$ cat config.mk
export PLATFORM = sky130hd
export DESIGN_NAME = tcb_ctrl_top
export DESIGN_NICKNAME = d
export VERILOG_FILES = /design/src/hw/tcb_ctrl_top.v /design/src/hw/tcb_prescaler.v
export VERILOG_INCLUDE_DIRS = /design/src /design/src/pkg
export SDC_FILE = /design/constraint.sdc
export NUM_CORES = 1
export LEC_CHECK = 0
export ABC_AREA = 1
export BUFFER_PORTS_ARGS = -buffer_cell sky130_fd_sc_hd__buf_2
export CAP_MARGIN = 20
export CORE_MARGIN = 8
export CORE_UTILIZATION = 45
export DETAILED_ROUTE_END_ITERATION = 7
export GPL_TIMING_DRIVEN = 0
export HOLD_SLACK_MARGIN = 0.15
export PLACE_DENSITY = 0.65
export SLEW_MARGIN = 0
export SYNTH_ARGS = -nofsm -noshare
export SYNTH_HDL_FRONTEND = slang
export SYNTH_SLANG_ARGS = --single-unit
$ cat constraint.sdc
create_clock -name clock -period 3.1 [get_ports clock]
set_clock_uncertainty 0.1 [all_clocks]
set_input_delay 0.31 -clock clock [delete_from_list [all_inputs] [get_ports clock]]
set_output_delay 0.31 -clock clock [all_outputs]
set_load 0.02 [all_outputs]
$ cat src/pkg/tcb_regs.vh
// register map, field positions and reset values of the counter control block
`ifndef TCB_REGS_VH
`define TCB_REGS_VH

// register indices; byte address is four times the index
`define TCB_IDX_CTRL      3'h0
`define TCB_IDX_COUNT     3'h1
`define TCB_IDX_PER       3'h2
`define TCB_IDX_PERBUF    3'h3
`define TCB_IDX_CTRLB_CLR 3'h4
`define TCB_IDX_CTRLB_SET 3'h5

// control register fields
`define TCB_CTRL_EN       0
`define TCB_CTRL_DIV_LO   8
`define TCB_CTRL_DIV_HI   15

// control-B fields
`define TCB_B_DIR         0
`define TCB_B_LOCK        1
`define TCB_B_SINGLE      2
`define TCB_B_IDX_LO      3
`define TCB_B_IDX_HI      4
`define TCB_B_CMD_LO      5
`define TCB_B_CMD_HI      7

// command codes
`define TCB_CMD_NONE      3'h0
`define TCB_CMD_RETRIGGER 3'h1
`define TCB_CMD_STOP      3'h2

// reset values
`define TCB_CTRLB_RST     8'h00
`define TCB_DIV_RST       8'h00
`define TCB_PER_RST       16'hFFFF

`endif

$ cat src/hw/tcb_ctrl_top.v
// timer/counter with set/clear control-B register pair behind an apb slave
`timescale 1ns/1ns
`default_nettype none
`include "tcb_regs.vh"
module tcb_ctrl_top #(
  parameter CW = 16,
  parameter DW = 8
) (
  input  wire          clock,
  input  wire          rst_n,
  input  wire [11:0]   paddr,
  input  wire          psel,
  input  wire          penable,
  input  wire          pwrite,
  input  wire [31:0]   pwdata,
  input  wire [3:0]    pstrb,
  output wire [31:0]   prdata,
  output wire          pready,
  output wire          pslverr,
  input  wire          writeProtect,
  output reg  [CW-1:0] countValue,
  output reg           countDown,
  output reg           countRunning,
  output reg           updatePulse
);

  // register select codes
  localparam [2:0] SEL_NONE = 3'h7;
  localparam [CW-1:0] ONE   = {{(CW-1){1'b0}}, 1'b1};

  // decode a byte address into a register index, or none
  function [2:0] regSel;
    input [11:0] addr;
    begin
      if (addr[11:5] != 7'h00 || addr[1:0] != 2'b00) begin
        regSel = SEL_NONE;
      end else if (addr[4:2] > `TCB_IDX_CTRLB_SET) begin
        regSel = SEL_NONE;
      end else begin
        regSel = addr[4:2];
      end
    end
  endfunction

  // software visible state
  reg          enable_r;    // counter enable
  reg [DW-1:0] div_r;       // prescaler divide value
  reg          dirDown_r;   // count direction, 1 is down
  reg          lockUpd_r;   // buffer update lock
  reg          single_r;    // single shot mode
  reg [1:0]    rampIdx_r;   // ramp index command, stored only
  reg [2:0]    cmd_r;       // posted command, zero when idle
  reg [2:0]    cmd_nxt;     // next posted command
  reg [CW-1:0] perBuf_r;    // buffered period
  reg [CW-1:0] perAct_r;    // active period
  reg [CW-1:0] count_r;     // counter value
  reg          running_r;   // counter is running
  reg [31:0]   prdata_r;    // read data latched in setup phase
  reg [31:0]   rdMux;       // combinational read mux

  wire       tick;          // prescaled counter clock enable
  wire [2:0] sel;           // decoded register
  wire       setupPh;       // apb setup phase
  wire       accessPh;      // apb access phase
  wire       ctrlBHit;      // either control-B view addressed
  wire       errResp;       // slave error for this access
  wire       wrEn;          // write takes effect this cycle
  wire [7:0] ctrlB;         // shared control-B image
  wire [2:0] wrCmd;         // command field of write data
  wire       cmdValid;      // write carries a valid command
  wire       postCmd;       // a command is posted this cycle
  wire       atEnd;         // counter at end of its range
  wire       stepEn;        // counter advances this cycle

  assign sel      = regSel(paddr);
  assign setupPh  = psel & ~penable;
  assign accessPh = psel & penable;
  assign ctrlBHit = (sel == `TCB_IDX_CTRLB_SET) | (sel == `TCB_IDX_CTRLB_CLR);
  assign errResp  = accessPh & ((sel == SEL_NONE) | (pwrite & ctrlBHit & writeProtect));
  assign wrEn     = accessPh & pwrite & ~errResp;
  assign pready   = 1'b1;
  assign pslverr  = errResp;
  assign prdata   = prdata_r;

  assign ctrlB = {cmd_r, rampIdx_r, single_r, lockUpd_r, dirDown_r};

  assign wrCmd    = pwdata[`TCB_B_CMD_HI:`TCB_B_CMD_LO];
  assign cmdValid = (wrCmd == `TCB_CMD_RETRIGGER) | (wrCmd == `TCB_CMD_STOP);
  assign postCmd  = wrEn & ctrlBHit & pstrb[0] & cmdValid;

  // prescaler feeding the counter clock enable
  tcb_prescaler #(
    .DW (DW)
  ) u_presc (
    .clock  (clock),
    .rst_n  (rst_n),
    .enable (enable_r),
    .divide (div_r),
    .tick   (tick)
  );

  // read mux over all registers
  always @* begin
    rdMux = 32'h0000_0000;
    case (sel)
      `TCB_IDX_CTRL: begin
        rdMux[`TCB_CTRL_EN] = enable_r;
        rdMux[`TCB_CTRL_DIV_HI:`TCB_CTRL_DIV_LO] = div_r;
      end
      `TCB_IDX_COUNT: begin
        rdMux[CW-1:0] = count_r;
      end
      `TCB_IDX_PER: begin
        rdMux[CW-1:0] = perAct_r;
      end
      `TCB_IDX_PERBUF: begin
        rdMux[CW-1:0] = perBuf_r;
      end
      `TCB_IDX_CTRLB_CLR: begin
        rdMux[7:0] = ctrlB;
      end
      `TCB_IDX_CTRLB_SET: begin
        rdMux[7:0] = ctrlB;
      end
      default: begin
        rdMux = 32'h0000_0000;
      end
    endcase
  end

  // read data captured in setup so it comes from a flop
  always @(posedge clock or negedge rst_n) begin
    if (!rst_n) begin
      prdata_r <= 32'h0000_0000;
    end else if (setupPh & ~pwrite) begin
      prdata_r <= rdMux;
    end
  end

  // control register and period buffer writes
  always @(posedge clock or negedge rst_n) begin
    if (!rst_n) begin
      enable_r <= 1'b0;
      div_r    <= `TCB_DIV_RST;
      perBuf_r <= `TCB_PER_RST;
    end else if (wrEn) begin
      if (sel == `TCB_IDX_CTRL) begin
        // byte lanes honoured per field
        if (pstrb[0]) begin
          enable_r <= pwdata[`TCB_CTRL_EN];
        end
        if (pstrb[1]) begin
          div_r <= pwdata[`TCB_CTRL_DIV_HI:`TCB_CTRL_DIV_LO];
        end
      end else if (sel == `TCB_IDX_PERBUF) begin
        if (pstrb[0]) begin
          perBuf_r[7:0] <= pwdata[7:0];
        end
        if (pstrb[1]) begin
          perBuf_r[CW-1:8] <= pwdata[CW-1:8];
        end
      end
    end
  end

  // control-B bits through the set and clear views
  always @(posedge clock or negedge rst_n) begin
    if (!rst_n) begin
      dirDown_r <= 1'b0;
      lockUpd_r <= 1'b0;
      single_r  <= 1'b0;
      rampIdx_r <= 2'b00;
    end else if (wrEn & pstrb[0]) begin
      if (sel == `TCB_IDX_CTRLB_SET) begin
        dirDown_r <= dirDown_r | pwdata[`TCB_B_DIR];
        lockUpd_r <= lockUpd_r | pwdata[`TCB_B_LOCK];
        single_r  <= single_r  | pwdata[`TCB_B_SINGLE];
        rampIdx_r <= rampIdx_r | pwdata[`TCB_B_IDX_HI:`TCB_B_IDX_LO];
      end else if (sel == `TCB_IDX_CTRLB_CLR) begin
        dirDown_r <= dirDown_r & ~pwdata[`TCB_B_DIR];
        lockUpd_r <= lockUpd_r & ~pwdata[`TCB_B_LOCK];
        single_r  <= single_r  & ~pwdata[`TCB_B_SINGLE];
        rampIdx_r <= rampIdx_r & ~pwdata[`TCB_B_IDX_HI:`TCB_B_IDX_LO];
      end
    end
  end

  // posted command: new post wins over the clear on execution
  always @* begin
    cmd_nxt = cmd_r;
    if (postCmd) begin
      cmd_nxt = wrCmd;
    end else if (tick) begin
      cmd_nxt = `TCB_CMD_NONE;
    end
  end

  always @(posedge clock or negedge rst_n) begin
    if (!rst_n) begin
      cmd_r <= `TCB_CMD_NONE;
    end else begin
      cmd_r <= cmd_nxt;
    end
  end

  // end of range depends on direction
  assign atEnd  = dirDown_r ? (count_r == {CW{1'b0}}) : (count_r == perAct_r);
  assign stepEn = tick & running_r & (cmd_r == `TCB_CMD_NONE);

  // counter, run state and period update
  always @(posedge clock or negedge rst_n) begin
    if (!rst_n) begin
      count_r     <= {CW{1'b0}};
      running_r   <= 1'b0;
      perAct_r    <= `TCB_PER_RST;
      updatePulse <= 1'b0;
    end else begin
      updatePulse <= 1'b0;
      if (wrEn & (sel == `TCB_IDX_CTRL) & pstrb[0] & pwdata[`TCB_CTRL_EN] & ~enable_r) begin
        // enabling starts the count
        running_r <= 1'b1;
      end else if (tick & (cmd_r == `TCB_CMD_RETRIGGER)) begin
        running_r <= 1'b1;
        count_r   <= dirDown_r ? perAct_r : {CW{1'b0}};
      end else if (tick & (cmd_r == `TCB_CMD_STOP)) begin
        running_r <= 1'b0;
      end else if (stepEn) begin
        if (atEnd) begin
          // wrap is the hardware update condition
          updatePulse <= 1'b1;
          if (!lockUpd_r) begin
            perAct_r <= perBuf_r;
          end
          count_r <= dirDown_r ? (lockUpd_r ? perAct_r : perBuf_r) : {CW{1'b0}};
          if (single_r) begin
            running_r <= 1'b0;
          end
        end else begin
          count_r <= dirDown_r ? (count_r - ONE) : (count_r + ONE);
        end
      end
    end
  end

  // registered status outputs
  always @(posedge clock or negedge rst_n) begin
    if (!rst_n) begin
      countValue   <= {CW{1'b0}};
      countDown    <= 1'b0;
      countRunning <= 1'b0;
    end else begin
      countValue   <= count_r;
      countDown    <= dirDown_r;
      countRunning <= running_r;
    end
  end

endmodule
`default_nettype wire

$ cat src/hw/tcb_prescaler.v
// prescaler that turns the bus clock into one-cycle counter clock enables
`timescale 1ns/1ns
`default_nettype none
module tcb_prescaler #(
  parameter DW = 8
) (
  input  wire          clock,
  input  wire          rst_n,
  input  wire          enable,
  input  wire [DW-1:0] divide,
  output reg           tick
);

  reg  [DW-1:0] cnt_r;   // cycles since last tick
  wire [DW-1:0] cnt_nxt; // incremented count

  assign cnt_nxt = cnt_r + {{(DW-1){1'b0}}, 1'b1};

  // one tick every divide+1 clocks while enabled
  always @(posedge clock or negedge rst_n) begin
    if (!rst_n) begin
      cnt_r <= {DW{1'b0}};
      tick  <= 1'b0;
    end else if (!enable) begin
      // idle: restart the division cleanly
      cnt_r <= {DW{1'b0}};
      tick  <= 1'b0;
    end else if (cnt_r >= divide) begin
      // at or past the limit: a smaller divide written mid-count must not wrap the counter
      cnt_r <= {DW{1'b0}};
      tick  <= 1'b1;
    end else begin
      cnt_r <= cnt_nxt;
      tick  <= 1'b0;
    end
  end

endmodule
`default_nettype wire

==> flow_metrics.env <==
export IMPL_status="completed"
export IMPL_layout_drive_gt1_share_pct=15.1
export IMPL_synth_async_sr_flop_share_pct=100
export IMPL_vdd_drop_max_mv=0.265
export IMPL_kind_of_capture_point_of_the_worst_setup_path="flop"
export IMPL_boundaryPins=107
export IMPL_drc_errors=0
export IMPL_netlist_instances=969
export IMPL_cp_buffers_inverters=2
export IMPL_dominant_cells_by_area_after_synthesis="sky130_fd_sc_hd__dfrtp_1, sky130_fd_sc_hd__nand2_1, sky130_fd_sc_hd__dfstp_2"
export IMPL_pin_count_of_the_biggest_net_entering_global_routing=98
export IMPL_timing_rr_end="count_r[8]"
export IMPL_min_delay_start="pwdata[0]"
export IMPL_holdPathEnd="perBuf_r[0]"
export IMPL_timing_final_hold_violations=0
export IMPL_power_density_over_the_cells_mw_per_mm2=346
export IMPL_power_share_of_the_sequential_group_pct=51.9
export IMPL_final_setup_worst_slack_ns=0.299
export IMPL_cts_post_setup_buffers_inserted=0
export IMPL_drt_pass1_iter_count=6
export IMPL_cpLargestDelayFamily="simple AND/OR/NAND/NOR gates"
export IMPL_globalRoute_totalOverflow=0
export IMPL_rows=45
export IMPL_rsz0062_at_grt="no"
export IMPL_fmax_mhz=357
export IMPL_worstRegToRegCells=13
export IMPL_pre_cts_ws_ns=-0.0322
export IMPL_final_nets=1161
export IMPL_timing_critical_path_cells="inv_1, clkbuf_1, fa_1, o21bai_1, nand4_1, nand2_1, nand2_1, nand2_1, nand2_1, nand3_1, nand2_1, nand2_1, nand2_1"
export IMPL_p_leak_nw=4.18
export IMPL_routed_via_density=4.91
export IMPL_mostFrequentLayoutCells="sky130_fd_sc_hd__nand2_1, sky130_fd_sc_hd__inv_1, sky130_fd_sc_hd__dfrtp_1"
export IMPL_worstPathMaxFanout=20
export IMPL_clock_tree_htree_level_count=3
export IMPL_finalSetupViolations=0
export IMPL_cell_internal_pwr_mw=2.14
export IMPL_dr_total_vias=6266
export IMPL_grt_pass1_vias=6164
export IMPL_routedWlPerCell_um=14.8
export IMPL_clk_insertion_delay_late_ns=0.36
export IMPL_cts_inserted_buffers=9
export IMPL_worst_endpoint_arrival_ns=2.95
export IMPL_number_of_diodes=0
export IMPL_holdWs_ns=0.160
export IMPL_cts_tree="built"
export IMPL_fp_coreArea_sq_mm=0.0150
export IMPL_startpoint_type="flop"
export IMPL_max_cap_violations=0
export IMPL_initial_antenna_violation_count=0
export IMPL_die_w_um=139
export IMPL_synth_largest_area_cell="sky130_fd_sc_hd__dfrtp_1"
export IMPL_unique_cell_type_count_in_the_yosys_netlist=39
export IMPL_syn_avg_cell_area_sq_um=7.08
export IMPL_hold_depth=3
export IMPL_share_comb_of_total_power_pct=4.9
export IMPL_final_worst_path_cycle_share_pct=90.3
export IMPL_clock_power_share_pct=43.3
export IMPL_grt_first_pass_wirelength_um=31300
export IMPL_final_cell_count_no_fill=1276
export IMPL_routed_wl_um=18900
export IMPL_clock_path_buffers=2
export IMPL_setup_worst_path_class="reg -> reg"
export IMPL_tightestPinTransition_ns=0.851
export IMPL_synth_area_sq_mm=0.00686
export IMPL_required_ns=3.25
export IMPL_grt_total_usage_pct=20.0
export IMPL_die_area_sq_mm=0.0194
export IMPL_yosys_warnings=0
export IMPL_clkTransAtPathRegs_ns=0.07
export IMPL_syn_to_final_growth_pct=16.7
export IMPL_final_core_util_pct=53.2
export IMPL_slew_limit_headroom_pct=42.9
export IMPL_synth_top_area_share_pct=28.5
export IMPL_clock_tree_root_driver_cell="sky130_fd_sc_hd__clkbuf_16"
export IMPL_swShare_pct=22.7
export IMPL_numPortBuffers=71
export IMPL_detailed_place_hpwl_um=14500
export IMPL_critPathSlowestCell="sky130_fd_sc_hd__dfrtp_4"
export IMPL_final_common_cell="sky130_fd_sc_hd__nand2_1"
export IMPL_die_height_um=139
export IMPL_cp_slowest_stage_delay_ns=0.62
export IMPL_min_delay_path_class="in -> reg"
export IMPL_globalplace_congestion=0.927
export IMPL_maxSlewViolCount=0
export IMPL_period_needed_ns=2.80
export IMPL_starting_density_pct=45.6
export IMPL_detailedRoute_firstIterationViolations=355
export IMPL_synth_edff_count=0
export IMPL_reg2reg_slack_ns=0.30
export IMPL_drtAntennaViolNets=0
export IMPL_synth_flop_cell="sky130_fd_sc_hd__dfrtp_1"
export IMPL_cts_num_sinks=110
export IMPL_crit_top_cell="sky130_fd_sc_hd__nand2_1"
export IMPL_power_switching_mw=0.628
export IMPL_dpl_cell_count=1244
export IMPL_ys_seq_area_share_pct=40.7
export IMPL_yosys_register_bits=110
## synth_stat cells (3+ instances only)
| cell | number |
|---|---|
| sky130_fd_sc_hd__dfrtp_1 | 78 |
| sky130_fd_sc_hd__nor2_1 | 61 |
| sky130_fd_sc_hd__inv_1 | 128 |
| sky130_fd_sc_hd__xnor2_1 | 4 |
| sky130_fd_sc_hd__nand4_1 | 20 |
| sky130_fd_sc_hd__o21bai_1 | 3 |
| sky130_fd_sc_hd__nor2_2 | 4 |
| sky130_fd_sc_hd__o22ai_1 | 23 |
| sky130_fd_sc_hd__inv_2 | 3 |
| sky130_fd_sc_hd__clkbuf_1 | 14 |
| sky130_fd_sc_hd__nand2_1 | 362 |
| sky130_fd_sc_hd__a21oi_1 | 21 |
| sky130_fd_sc_hd__buf_4 | 17 |
| sky130_fd_sc_hd__dfstp_2 | 32 |
| sky130_fd_sc_hd__o21ai_1 | 10 |
| sky130_fd_sc_hd__xor2_1 | 11 |
| sky130_fd_sc_hd__nand3_1 | 34 |
| sky130_fd_sc_hd__nand2_2 | 4 |
| sky130_fd_sc_hd__ha_1 | 23 |
| sky130_fd_sc_hd__nor3_1 | 7 |
| sky130_fd_sc_hd__buf_6 | 4 |
| sky130_fd_sc_hd__or2_2 | 3 |
| sky130_fd_sc_hd__and2_1 | 4 |
| sky130_fd_sc_hd__nand3b_1 | 5 |
| sky130_fd_sc_hd__o21ai_0 | 74 |
## worst min-delay path: stages
cell                      delay, ns
sky130_fd_sc_hd__buf_2         0.12
sky130_fd_sc_hd__inv_1         0.09
sky130_fd_sc_hd__o21ai_0       0.09
## worst max path at each step
stage	startpoint	endpoint	slack, ns	depth (start not counted)
floorplan	flop	count_r[8]	0.67	13
global placement	flop	count_r[8]	-0.002	13
detailed placement	flop	count_r[8]	-0.03	13
CTS	flop	count_r[8]	0.24	13
global route	flop	count_r[8]	0.11	13
finish	flop	count_r[8]	0.30	13
## stage by stage
stage	area [sq um]	power (mW)	TNS, ns
floorplan	6910	1.52	0
global placement	7500	1.58	-0.00198
detailed placement	7540	1.58	-0.0322
CTS	8000	2.80	0
global route	8000	2.86	0
finish	8000	2.77	0
## cells by family (layout without fill, tap and decap cells)
| group | after synthesis | after routing | share of synthesized area [%] |
|---|---|---|---|
| compound gates | 133 | 133 | 10.3 |
| xor+xnor | 15 | 15 | 1.92 |
| fa+ha+maj | 24 | 24 | 4.49 |
| buf+inv | 168 | 272 | 10.6 |
| flops | 110 | 110 | 40.7 |
| other cells | 2 | 17 | 0.110 |
| simple gates | 517 | 517 | 31.9 |
## area by class of cell
cell class / instances / area [sq um]
Inverter: 131 / 492
Clock inverter: 5 / 57.6
Sequential cell: 110 / 2800
Timing Repair Buffer: 88 / 549
Tap cell: 188 / 235
Clock buffer: 11 / 243
Buffer: 37 / 234
Multi-Input combinational cell: 706 / 3390
Fill cell: 1516 / 7030
## registers in the layout (all words and copies together), names as in the netlist, named ones only
signal	cells
running_r	1
count_r	16
cmd_r	3
u_presc.tick	1
countRunning	1
div_r	8
enable_r	1
updatePulse	1
perBuf_r	16
countValue	16
u_presc.cnt_r	8
perAct_r	16
prdata	16
countDown	1
## power by group through the flow
| stage | sequential (mW) | combinational, mW | clock, mW |
|---|---|---|---|
| finish | 1.44 | 0.135 | 1.20 |
| global route | 1.44 | 0.151 | 1.27 |
| CTS | 1.44 | 0.136 | 1.22 |
| detailed placement | 1.46 | 0.121 | 0 |
| global placement | 1.46 | 0.115 | 0 |
| floorplan | 1.46 | 0.0534 | 0 |
## layer usage
metal	part of all wire (%)	track usage, %
met5	0	0
met3	5.8	3.18
met2	45	32.1
met4	2.9	9.76
met1	46	25.7
## repair_timing
| action | in CTS | in global routing |
|---|---|---|
| hold buffers | 16 | 0 |
| resized for setup | 1 | 1 |
| endpoints found under the hold margin | 103 | 0 |
| setup endpoints to repair | 1 | 1 |
Power figures use the tool's default switching activity.
